## config.mk

```make
export PLATFORM = sky130hd
export DESIGN_NAME = local_bus_wait_state_control
export DESIGN_NICKNAME = d
export VERILOG_FILES = /design/src/hdl/lbus_pkg.sv /design/src/hdl/bus_phase_gen.sv /design/src/hdl/byte_parity.sv /design/src/hdl/local_bus_wait_state_control.sv
export SDC_FILE = /design/constraint.sdc
export NUM_CORES = 1
export LEC_CHECK = 0
export ABC_AREA = 0
export BUFFER_PORTS_ARGS = -buffer_cell sky130_fd_sc_hd__buf_2
export CAP_MARGIN = 20
export CORE_MARGIN = 4
export CORE_UTILIZATION = 25
export CTS_CLUSTER_DIAMETER = 150
export CTS_CLUSTER_SIZE = 12
export DETAILED_ROUTE_END_ITERATION = 10
export HOLD_SLACK_MARGIN = 0.08
export PLACE_DENSITY = 0.52
export REMOVE_ABC_BUFFERS = 1
export SLEW_MARGIN = 15
export SYNTH_ARGS = -nofsm -noshare
export SYNTH_HDL_FRONTEND = slang
export SYNTH_SLANG_ARGS = --single-unit
```

## constraint.sdc

```tcl
create_clock -name sys_clk_i -period 1.7 [get_ports sys_clk_i]
set_input_delay 0.34 -clock sys_clk_i [delete_from_list [all_inputs] [get_ports sys_clk_i]]
set_output_delay 0.34 -clock sys_clk_i [all_outputs]
set_load 0.02 [all_outputs]
```

## src/hdl/lbus_pkg.sv

```systemverilog
// Shared constants and carriers for the local bus wait-state controller
package lbus_pkg;
   // Bus clock period in system clocks (phase a then phase b)
   localparam int unsigned BUS_PERIOD_CYC = 4;
   localparam logic [1:0] PHASE_LAST = 2'h3;
   // Phase point at which ready is sampled (inside phase b)
   localparam logic [1:0] READY_SAMPLE_PHASE = 2'h2;
   // Half-period boundary between phase a and phase b
   localparam logic [1:0] PHASE_B_START = 2'h2;
   localparam logic [1:0] PHASE_RST = 2'h0;
   // Memory map
   localparam logic [15:0] EXP_RAM_BASE = 16'h4000;
   localparam logic [15:0] EXP_RAM_SIZE = 16'h4000;
   localparam logic [15:0] PROG_BASE = 16'hc000;
   localparam int unsigned TOP_ADDR_POS = 15;
   localparam logic [7:0] WAIT_CNT_RST = 8'h00;

   typedef enum logic [1:0] {
      ROLE_CP_MASTER,
      ROLE_PH_MASTER,
      ROLE_EXT_MASTER_PH,
      ROLE_CP_INTERNAL
   } role_t;

   // A request from the owning master
   typedef struct packed {
      logic valid;
      logic rd_not_wr;
      logic [14:0] addr;
      logic [15:0] wdata;
      role_t role;
   } bus_req_t;

   // The completed access
   typedef struct packed {
      logic done;
      logic [15:0] rdata;
      logic par_err;
   } bus_rsp_t;
endpackage

```

## src/hdl/bus_phase_gen.sv

```systemverilog
// Divider that forms the two bus clock phases and phase enables
`timescale 1ns/1ps
module bus_phase_gen (
   input wire logic sys_clk_i, // System clock
   input wire logic rst_b_i, // Async reset, active low
   output logic [1:0] phase_o, // Position within the bus clock period
   output logic phase_a_o, // Bus clock phase a
   output logic phase_b_o, // Bus clock phase b
   output logic period_end_o // Pulse on last system clock of a period
);
   logic [1:0] phase_ff;

   always_ff @(posedge sys_clk_i or negedge rst_b_i) begin
      if (!rst_b_i) begin
         phase_ff <= lbus_pkg::PHASE_RST;
      end else begin
         phase_ff <= phase_ff + 2'h1;
      end
   end

   assign phase_o = phase_ff;
   assign phase_a_o = (phase_ff < lbus_pkg::PHASE_B_START);
   assign phase_b_o = (phase_ff >= lbus_pkg::PHASE_B_START);
   assign period_end_o = (phase_ff == lbus_pkg::PHASE_LAST);
endmodule

```

## src/hdl/byte_parity.sv

```systemverilog
// Odd parity generator and checker for a 16-bit word
`timescale 1ns/1ps
module byte_parity (
   input wire logic [15:0] data_i, // Word to protect
   input wire logic [1:0] par_i, // Received parity bits
   output logic [1:0] par_o, // Generated parity, one per byte
   output logic err_o // Mismatch on any byte
);
   function automatic logic odd_par(input logic [7:0] b);
      return ~^b;
   endfunction

   always_comb begin
      par_o[0] = odd_par(data_i[7:0]);
      par_o[1] = odd_par(data_i[15:8]);
      err_o = (par_o != par_i);
   end
endmodule

```

## src/hdl/local_bus_wait_state_control.sv

```systemverilog
// Local bus cycle sequencer with ready-driven wait states and byte parity
`timescale 1ns/1ps
module local_bus_wait_state_control (
   input wire logic sys_clk_i, // System clock, 40 MHz
   input wire logic rst_b_i, // Async reset, active low
   input wire lbus_pkg::bus_req_t req_i, // Access request from the master
   output lbus_pkg::bus_rsp_t rsp_o, // Completion, read data, parity error
   output logic req_ready_o, // Sequencer idle, request taken
   input wire logic ext_rom_sel_i, // Strap: external EPROM replaces handler ROM
   output logic int_rom_en_o, // Handler ROM enable
   input wire logic irq_i, // Interrupt request to processor
   input wire logic bus_req_i, // Bus request from another master
   output logic irq_take_o, // Interrupt accepted, pulse
   output logic bus_grant_o, // Bus request granted, level
   output logic hold_state_o, // Processor must freeze its state
   input wire logic local_bus_ready_n_i, // Ready line level
   output logic local_bus_ready_n_o, // Ready drive, always low when enabled
   output logic local_bus_ready_n_oe_o, // Ready open-drain pull enable
   input wire logic slow_slave_wait_i, // Own slave logic asks for a wait
   output logic [15:0] addr_o, // Address on bus
   output logic [1:0] addr_par_o, // Address parity
   output logic [15:0] data_o, // Data driven on bus
   output logic [1:0] data_par_o, // Data parity driven
   output logic data_oe_o, // Data drive enable
   input wire logic [15:0] data_i, // Data read from bus
   input wire logic [1:0] data_par_i, // Parity read from bus
   output logic local_read_not_write_o, // Read high, write low
   output logic local_bus_enable_strobe_o, // Bus enable, active high
   output logic local_bus_clock_phase_a_o, // Bus clock phase a
   output logic local_bus_clock_phase_b_o, // Bus clock phase b
   output logic exp_ram_cs_n_o, // Expansion RAM select, active low
   output logic xcvr_dir_o, // Transceiver direction, high toward bus
   output logic xcvr_en_n_o, // Transceiver enable, active low
   output logic ram_we_n_o, // Expansion RAM write strobe, active low
   output logic [7:0] wait_count_o // Wait states in the current cycle
);
   typedef enum logic [1:0] {IDLE, ACCESS, WAIT} seq_t;

   seq_t state_ff;
   lbus_pkg::bus_req_t cur_ff;
   logic [15:0] rdata_ff;
   logic perr_ff;
   logic done_ff;
   logic [7:0] wait_cnt_ff;
   logic rw_lat_ff;
   logic rom_strap_ff;
   logic irq_take_ff;
   logic grant_ff;
   logic [1:0] phase;
   logic ph_a;
   logic ph_b;
   logic period_end;
   logic sample_pt;
   logic ready_low;
   logic honour;
   logic is_prog;
   logic is_exp_ram;
   logic stretch;
   logic [15:0] bus_addr;
   logic [1:0] rd_par;
   logic rd_err;
   logic [1:0] req_data_par;
   logic stretch_lat;
   logic take;
   logic cycle_end;
   logic [15:0] req_addr;
   logic [1:0] req_addr_par;
   logic [15:0] addr_ff;
   logic [1:0] addr_par_ff;
   logic [1:0] data_par_ff;
   logic strobe_ff;
   logic rnw_ff;

   function automatic logic in_exp_ram(input logic [15:0] a);
      return (a >= lbus_pkg::EXP_RAM_BASE) &&
         (a < lbus_pkg::EXP_RAM_BASE + lbus_pkg::EXP_RAM_SIZE);
   endfunction

   bus_phase_gen u_phase (
      .sys_clk_i(sys_clk_i),
      .rst_b_i(rst_b_i),
      .phase_o(phase),
      .phase_a_o(ph_a),
      .phase_b_o(ph_b),
      .period_end_o(period_end)
   );

   byte_parity u_rd_par (
      .data_i(data_i),
      .par_i(data_par_i),
      .par_o(rd_par),
      .err_o(rd_err)
   );

   byte_parity u_wr_par (
      .data_i(req_i.wdata),
      .par_i(2'h0),
      .par_o(req_data_par),
      .err_o()
   );

   byte_parity u_ad_par (
      .data_i(req_addr),
      .par_i(2'h0),
      .par_o(req_addr_par),
      .err_o()
   );

   assign req_addr = {1'b1, req_i.addr};
   assign bus_addr = {1'b1, cur_ff.addr};
   assign is_exp_ram = in_exp_ram(bus_addr);
   assign is_prog = (bus_addr >= lbus_pkg::PROG_BASE);
   assign sample_pt = (phase == lbus_pkg::READY_SAMPLE_PHASE);
   assign ready_low = ~local_bus_ready_n_i;

   // Whether this cycle may be stretched at all
   always_comb begin
      unique case (cur_ff.role)
         lbus_pkg::ROLE_CP_MASTER: honour = 1'b1;
         lbus_pkg::ROLE_EXT_MASTER_PH: honour = 1'b1;
         lbus_pkg::ROLE_PH_MASTER: honour = 1'b0;
         lbus_pkg::ROLE_CP_INTERNAL: honour = 1'b0;
      endcase
   end

   // Own slave asks for one wait only, and only on program store
   assign local_bus_ready_n_o = 1'b0;
   assign local_bus_ready_n_oe_o = (state_ff == ACCESS) && slow_slave_wait_i &&
      is_prog && !is_exp_ram;

   assign stretch = honour && ready_low && (state_ff != IDLE);

   // Request accepted, and cycle finished, both on a period end
   assign take = req_ready_o && req_i.valid;
   assign cycle_end = period_end && (state_ff != IDLE) && !stretch_lat;

   // Cycle sequencer, aligned to bus clock periods
   always_ff @(posedge sys_clk_i or negedge rst_b_i) begin
      if (!rst_b_i) begin
         state_ff <= IDLE;
      end else if (period_end) begin
         unique case (state_ff)
            IDLE: begin
               if (take) begin
                  state_ff <= ACCESS;
               end
            end
            ACCESS: begin
               state_ff <= stretch_lat ? WAIT : IDLE;
            end
            WAIT: begin
               state_ff <= stretch_lat ? WAIT : IDLE;
            end
            default: begin
               state_ff <= IDLE;
            end
         endcase
      end
   end

   // Ready caught at the fixed sample point of each period
   always_ff @(posedge sys_clk_i or negedge rst_b_i) begin
      if (!rst_b_i) begin
         stretch_lat <= 1'b0;
      end else if (sample_pt) begin
         stretch_lat <= stretch;
      end
   end

   // Request captured at the start of a cycle, held through waits
   always_ff @(posedge sys_clk_i or negedge rst_b_i) begin
      if (!rst_b_i) begin
         cur_ff <= '0;
      end else if (take) begin
         cur_ff <= req_i;
      end
   end

   // Read data taken at the last period of the cycle
   always_ff @(posedge sys_clk_i or negedge rst_b_i) begin
      if (!rst_b_i) begin
         rdata_ff <= 16'h0000;
         perr_ff <= 1'b0;
         done_ff <= 1'b0;
      end else begin
         done_ff <= 1'b0;
         if (cycle_end) begin
            done_ff <= 1'b1;
            if (cur_ff.rd_not_wr) begin
               rdata_ff <= data_i;
               perr_ff <= rd_err;
            end else begin
               perr_ff <= 1'b0;
            end
         end
      end
   end

   // Waits counted per cycle
   always_ff @(posedge sys_clk_i or negedge rst_b_i) begin
      if (!rst_b_i) begin
         wait_cnt_ff <= lbus_pkg::WAIT_CNT_RST;
      end else if (period_end) begin
         if (state_ff == IDLE) begin
            wait_cnt_ff <= lbus_pkg::WAIT_CNT_RST;
         end else if (stretch_lat && wait_cnt_ff != 8'hff) begin
            wait_cnt_ff <= wait_cnt_ff + 8'h01;
         end
      end
   end

   // Direction latched at the end of the first system clock of phase a
   always_ff @(posedge sys_clk_i or negedge rst_b_i) begin
      if (!rst_b_i) begin
         rw_lat_ff <= 1'b1;
      end else if (phase == lbus_pkg::PHASE_RST) begin
         rw_lat_ff <= (state_ff == IDLE) ? 1'b1 : cur_ff.rd_not_wr;
      end
   end

   // Strap sampled again on every system clock after reset release
   always_ff @(posedge sys_clk_i or negedge rst_b_i) begin
      if (!rst_b_i) begin
         rom_strap_ff <= 1'b0;
      end else begin
         rom_strap_ff <= ext_rom_sel_i;
      end
   end

   // Interrupt and bus grant deferred while held
   always_ff @(posedge sys_clk_i or negedge rst_b_i) begin
      if (!rst_b_i) begin
         irq_take_ff <= 1'b0;
         grant_ff <= 1'b0;
      end else begin
         irq_take_ff <= irq_i && !hold_state_o && !irq_take_ff;
         if (!bus_req_i) begin
            grant_ff <= 1'b0;
         end else if (!hold_state_o && state_ff == IDLE && !take) begin
            grant_ff <= 1'b1;
         end
      end
   end

   assign hold_state_o = (state_ff == WAIT) || stretch;
   assign req_ready_o = (state_ff == IDLE) && period_end && !grant_ff;
   assign irq_take_o = irq_take_ff;
   assign bus_grant_o = grant_ff;
   assign int_rom_en_o = !rom_strap_ff;

   assign rsp_o.done = done_ff;
   assign rsp_o.rdata = rdata_ff;
   assign rsp_o.par_err = perr_ff;
   assign wait_count_o = wait_cnt_ff;

   // Bus pins registered, changing only at cycle boundaries
   always_ff @(posedge sys_clk_i or negedge rst_b_i) begin
      if (!rst_b_i) begin
         addr_ff <= 16'h0000;
         addr_par_ff <= 2'h3;
         data_par_ff <= 2'h3;
         strobe_ff <= 1'b0;
         rnw_ff <= 1'b1;
      end else if (take) begin
         addr_ff <= req_addr;
         addr_par_ff <= req_addr_par;
         data_par_ff <= req_data_par;
         strobe_ff <= 1'b1;
         rnw_ff <= req_i.rd_not_wr;
      end else if (cycle_end) begin
         addr_ff <= 16'h0000;
         addr_par_ff <= 2'h3;
         strobe_ff <= 1'b0;
         rnw_ff <= 1'b1;
      end
   end

   assign addr_o = addr_ff;
   assign addr_par_o = addr_par_ff;
   assign data_o = cur_ff.wdata;
   assign data_par_o = data_par_ff;
   assign data_oe_o = strobe_ff && !rnw_ff;
   assign local_read_not_write_o = rnw_ff;
   assign local_bus_enable_strobe_o = strobe_ff;
   assign local_bus_clock_phase_a_o = ph_a;
   assign local_bus_clock_phase_b_o = ph_b;

   assign exp_ram_cs_n_o = !(local_bus_enable_strobe_o && is_exp_ram);
   assign xcvr_en_n_o = !(local_bus_enable_strobe_o && is_exp_ram);
   assign xcvr_dir_o = !rw_lat_ff;
   assign ram_we_n_o = !(!rw_lat_ff && ph_a && !exp_ram_cs_n_o);
endmodule

```

==> run metrics, run 1 <==
post-synthesis register bit count 75; top-count cell post-synth nand2_1; Mapped Avg Cell Area between 10 and 15 um2; grt total ovfl 0; multiplexer share of the synthesized area 0.0569; top cell family by delay on the critical path flip-flops; Area contributors post-synth dfrtp_1 (46%), nand2_1 (10%), xnor2_1 (7.1%); post-layout minimum cycle time roughly 1.7 ns; CTS Buffer Depth 2; Ports roughly 140; DIE AREA around 17,000 um2; synth cell count leaders nand2_1 (101), dfrtp_1 (69), xnor2_1 (30); Startpoint Class register; largest net degree at the start of global routing 76; Gate Count Post-Synth 369; Synth top area share 0.464; sw power around 0.003 W; Worst Skew approximately 0.0047 ns; pwr dens ~1600 nW/um2; post-route cell area between 5000 and 6000 um2; Port-buffer cells between 100 and 150; Vias/cell about 4.3; number of diodes 0; CTS buffer count 9; FF/Latch Area 1880 um2; Leak approximately 2.6 nW; Final Hold Vio Count 0; Yosys top cell by area dfrtp_1; first-pass GRT wire length ~15,000 um; RSZ-0062 raised after global routing yes; endpoint type of the worst setup path output port; internal power 0.00523 W; gp weighted congestion about 0.8; Synth Area in Simple Gates 0.174; Final Setup Violations 0; core area about 15,000 um2; Synth Cell Area 3720 um2; Fillers approximately 1,500; yosys warns 0; Pre-Repair DR Iteration Count 4; Clock Sinks between 70 and 80; drt first-iter violations 80; Reg power frac 0.358; # DRC 0; nets 572; vias in the first global route about 3,100; DR WL/cell about 14 um; clock share of power 0.253; cell at the slowest stage of the critical path dfrtp_1; worst hold path class input pin to register; Crit path largest cell delay 0.37 ns; post-synthesis xor/xnor area fraction 0.103; Primary FF master, synth dfrtp_1; VDD IR-drop max 587 uV; main combinational cell family by area after synthesis simple AND/OR/NAND/NOR gates; Worst EP required approximately 1.4 ns; DP HPWL between 6000 and 7000 um; reg2reg setup slack about 0.04 ns; Pwr Total ~0.0083 W; DP Area ~4600 um2; asr flop ratio synth 1.00; Die Wd 130 um; synth unique cells 43; total wire length 9590 um; clock-pin slew of the registers on the worst-case setup and hold paths roughly 0.060 ns; CP arrival ~1.3 ns; Clock Tree Root clkbuf_16; FMAX about 600 MHz; Die Ht 130 um; fin. max-slew vios 0; footprint of the multi-input gates 1670 um2; max cap viols 0; All-Layer GR Usage 0.115; Initial Utilization 0.256; Seq/Total Area, Yosys 0.507; worst skew pair latency around 0.34 ns; crit share post-route 0.981; std cell rows between 40 and 50; crit-path max FO 3; final core area utilization 0.351; worst path cell trace inv_2 -> ha_2 -> or2_4 -> buf_6; Layout area overhead 37.2%; EDFF count, synth 0; Gate power share 0.389; htree depth 3; via count 3,001; adder-cell share of the synthesized area 0.0269; CTS tree yes; layout cells sized above 1 0.432; complex-gate fraction of the synthesized area 0.0559; Worst Path Buf+Inv 2; initial antenna violation count 0; Switching Fraction 0.368; Final ANT Viol Nets 0; class of the most critical setup path register to output port; status complete, no violations
==> through the flow <==
step,instances,setup WS (ns),TNS (ns),hold slack (ns)
after floorplan,334,-1.02,-26.13,0.0444
after global placement,673,0.0687,0,0.397
after detailed placement,673,0.00380,0,0.403
after CTS,690,-0.00779,-0.00779,0.0966
after global routing,693,-0.0258,-0.0635,0.103
final,693,0.0328,0,0.116
==> layer usage <==
layer  track usage  up-vias  part of all wire
li1              -     1451                 -
met1         0.140     1433              0.42
met2         0.184      104              0.47
met3        0.0405       13             0.093
met4        0.0495        0             0.018
met5             0        -                 0
==> power by group through the flow <==
stage | clock, W | sequential (W) | combinational [W]
6_report | 0.00210 | 0.00296 | 0.00322
5_1_grt | 0.00225 | 0.00306 | 0.00352
4_1_cts | 0.00218 | 0.00296 | 0.00313
3_5_place_dp | 0 | 0.00297 | 0.00313
3_3_place_gp | 0 | 0.00295 | 0.00308
2_1_floorplan | 0 | 0.00383 | 0.000978
==> placed cells by master, fill, tap and decap left out, types with 3 or more instances in the layout <==
master     count
xnor2_1       30
clkbuf_16      9
dfstp_2        6
clkinv_2       3
ha_1           3
dfrtp_1       69
mux2_2        17
ha_2           3
a21oi_1        5
nand3_1       17
buf_2        128
buf_6          6
inv_2          3
xor2_1         6
nor3_1         3
o21ai_0       12
o211ai_1       3
nor2_1         3
buf_4         20
buf_12         4
inv_1          7
xnor3_1        3
nand2_1      100
nor2b_1        4
conb_1         4
==> cells by family (layout without fill, tap and decap cells) <==
kind of cell / count (synthesis) / count (layout)
buf+inv: 47 / 185
simple gates: 147 / 147
mux: 19 / 19
xor+xnor: 39 / 39
fa+ha+maj: 8 / 8
compound gates: 32 / 32
flops: 75 / 75
other cells: 2 / 4
==> worst paths after layout <==
path | startpoint | end | cells past startpoint
worst max-delay path | u_phase.phase_o[0]$_DFF_PN0_ | local_bus_clock_phase_b_o | 4
worst min-delay path | ext_rom_sel_i | rom_strap_ff$_DFF_PN0_ | 1
worst max register to register | wait_count_o[1]$_DFFE_PN0P_ | wait_count_o[5]$_DFFE_PN0P_ | 5
worst min register to register | irq_take_o$_DFF_PN0_ | irq_take_o$_DFF_PN0_ | 1
max in group asynchronous | rst_b_i | addr_par_o[1]$_DFFE_PN1P_ | 3
min in group asynchronous | rst_b_i | wait_count_o[5]$_DFFE_PN0P_ | 3
==> what timing repair did <==
item | 4_1_cts | 5_1_grt
setup endpoints to repair | 5 | 44
endpoints found under the hold margin | 69 | 0
setup buffers | 0 | 3
cloned | 0 | 0
gates resized for setup | 10 | 25
hold buffers | 1 | 0
pin swaps | 0 | 4
==> registers in the layout (all words and copies together), names as in the netlist, 2 cells and up <==
name and flops:
data_o 16, rdata_ff 16, addr_par_o 2, state_ff 2, wait_count_o 8, cur_ff 2
data_par_o 2, u_phase.phase_o 2, addr_o 16
==> layout make-up <==
type                            instances  share of cell area
Clock buffer                           11              0.0495
Clock inverter                          5              0.0147
Inverter                               10             0.00736
Multi-Input combinational cell        249               0.328
Sequential cell                        75               0.369
Tap cell                              184              0.0451
Timing Repair Buffer                  159               0.186
No activity file was read; power rests on OpenSTA's default activity.
==> inputs of run 2 (changes only) <==
- CELL_PAD_IN_SITES_DETAIL_PLACEMENT: default -> 0
- CELL_PAD_IN_SITES_GLOBAL_PLACEMENT: default -> 1
- CORE_UTILIZATION: 25 -> 33
- PLACE_DENSITY: 0.52 -> 0.8
==> run 2 against run 1 <==
Worst setup slack improved by 0.0071 ns. Fmax increased by 0.43%. Die area decreased by 23%. Critical path depth decreased by 1. Largest power group unchanged.
==> run metrics, run 2 (synthesis results as in run 1) <==
first-pass GRT wire length 14,800 um (-2.1%); Vias/cell 4.63 (+6.9%); layout cells sized above 1 0.423 (-0.00922); Leak 2.60 nW (+0.23%); CTS tree yes; Ports 138 (unchanged); Final Setup Violations 0 (unchanged); clock-pin slew of the registers on the worst-case setup and hold paths 0.06 ns (about the same); total wire length 9260 um (-3.5%); core area 10,900 um2 (-25%); post-route cell area 5020 um2 (-1.6%); number of diodes 0 (unchanged); Pwr Total 0.00825 W (-0.41%); Clock Tree Root clkbuf_16; Critical R2R Capture wait_count_o[5]$_DFFE_PN0P_; initial antenna violation count 0 (unchanged); Final ANT Viol Nets 0 (unchanged); drt first-iter violations 78 (-2.5%); Final Hold Vio Count 0 (unchanged); RR Startpoint wait_count_o[0]$_DFFE_PN0P_; Clock Sinks 75 (unchanged); DIE AREA 13,000 um2 (-23%); WHS Path Cells 1 (unchanged); Fin Setup TNS 0 ns (unchanged); fin. max-slew vios 0 (unchanged); Layout area overhead 35.0%; crit share post-route 0.977 (-0.00417); max cap viols 0 (unchanged); largest net degree at the start of global routing 32 (-58%); Worst Skew 0.00657 ns (+0.00185 ns); nets 576 (+0.70%); CTS buffer count 9 (unchanged); endpoint type of the worst setup path output port; Setup crit start u_phase.phase_o[1]$_DFF_PN0_; Non-Filler Instances 653 (-5.8%); post-layout minimum cycle time 1.66 ns (-0.00708 ns); CP arrival 1.32 ns (about the same); Die Ht 114 um (-12%); # DRC 0 (unchanged); pwr dens 1640 nW/um2 (+1.3%); DR WL/cell 14.2 um (+2.5%); class of the most critical setup path register to output port; r2r worst-path depth 5 (unchanged); cell at the slowest stage of the critical path dfrtp_1; gp weighted congestion 0.765 (-4.1%); crit-path max FO 3 (unchanged); Hold Slack 0.123 ns (+0.00758 ns); All-Layer GR Usage 0.143 (+0.0285); Startpoint Class register; Port-buffer cells 132 (unchanged); CTS Buffer Depth 2 (unchanged); Pre-Repair DR Iteration Count 4 (unchanged); worst path cell trace ha_4 -> or2_4 -> buf_6; DP Cell Count 631 (-6.2%); FMAX 602 MHz (+0.43%); Initial Utilization 0.340 (+0.0842); DP HPWL 6890 um (+0.97%); std cell rows 38 (-14%); Die Wd 114 um (-12%); worst hold path class input pin to register; DP Area 4550 um2 (-1.2%); vias in the first global route 3,067 (-0.42%); VDD IR-drop max 768 uV (+31%); most common cell after layout, fill and taps aside buf_2; htree depth 3 (unchanged); Setup crit end local_bus_clock_phase_b_o; status complete, no violations; grt total ovfl 0 (unchanged); worst skew pair latency 0.33 ns (about the same); via count 3,022 (+0.70%); Worst EP required 1.36 ns (about the same); commonest non-fill, non-tap cells in the layout buf_2 (128), nand2_1 (101), dfrtp_1 (69); reg2reg setup slack 0.06 ns (+0.02 ns); Crit path largest cell delay 0.42 ns (+0.05 ns)
-- run 2: layer usage --
layer,global-route usage,up-vias,part of all wire
li1,-,1465,-
met1,0.187,1446,0.44
met2,0.224,95,0.46
met3,0.0407,16,0.073
met4,0.0610,0,0.022
met5,0,-,0
-- run 2: power breakdown --
group,total [W],switching [W],internal (W)
registers,0.00297,0.000406,0.00256
clock network,0.00208,0.000719,0.00136
logic,0.00319,0.00189,0.00130
total,0.00825,0.00302,0.00523
-- run 2: worst min-delay path by stage --
stage,startpoint,end,slack (ns)
2_1_floorplan,rst_b_i,addr_o[0]$_DFFE_PN0P_,0.04
3_3_place_gp,rst_b_i,wait_count_o[0]$_DFFE_PN0P_,0.28
3_5_place_dp,rst_b_i,wait_count_o[1]$_DFFE_PN0P_,0.28
4_1_cts,ext_rom_sel_i,rom_strap_ff$_DFF_PN0_,0.11
5_1_grt,ext_rom_sel_i,rom_strap_ff$_DFF_PN0_,0.11
6_report,ext_rom_sel_i,rom_strap_ff$_DFF_PN0_,0.12
-- run 2: final cells by class --
class | instances | area [um2]
well taps | 140 | 175
clock inverters | 4 | 72.6
flip-flops and latches | 75 | 1880
clock buffers | 12 | 256
fillers | 1069 | 5920
multi-input cells | 249 | 1620
inverters | 10 | 37.5
repair buffers | 163 | 970
-- run 2: what timing repair did --
| item | CTS | global route |
|---|---|---|
| endpoints found under the setup margin | 3 | 17 |
| buffers inserted | 0 | 5 |
| resized for setup | 7 | 22 |
| endpoints found under the hold margin | 19 | 0 |
| hold buffers | 1 | 0 |
| pin swaps | 0 | 2 |
-- run 2: through the flow --
| stage | setup WS [ns] | utilization |
|---|---|---|
| after floorplan | -1.02 | - |
| after global routing | -0.0151 | 0.459 |
| after detailed placement | 0.00515 | 0.416 |
| after global placement | 0.0632 | 0.416 |
| after CTS | 0.00480 | 0.448 |
| final | 0.0399 | 0.459 |
-- run 2: critical path, delay by kind of cell (launching register included) --
kind,cells,cell delay [ns]
buffers and inverters,1,0.13
DFF,1,0.42
adders and majority gates,1,0.18
and+or+nand+nor,1,0.26
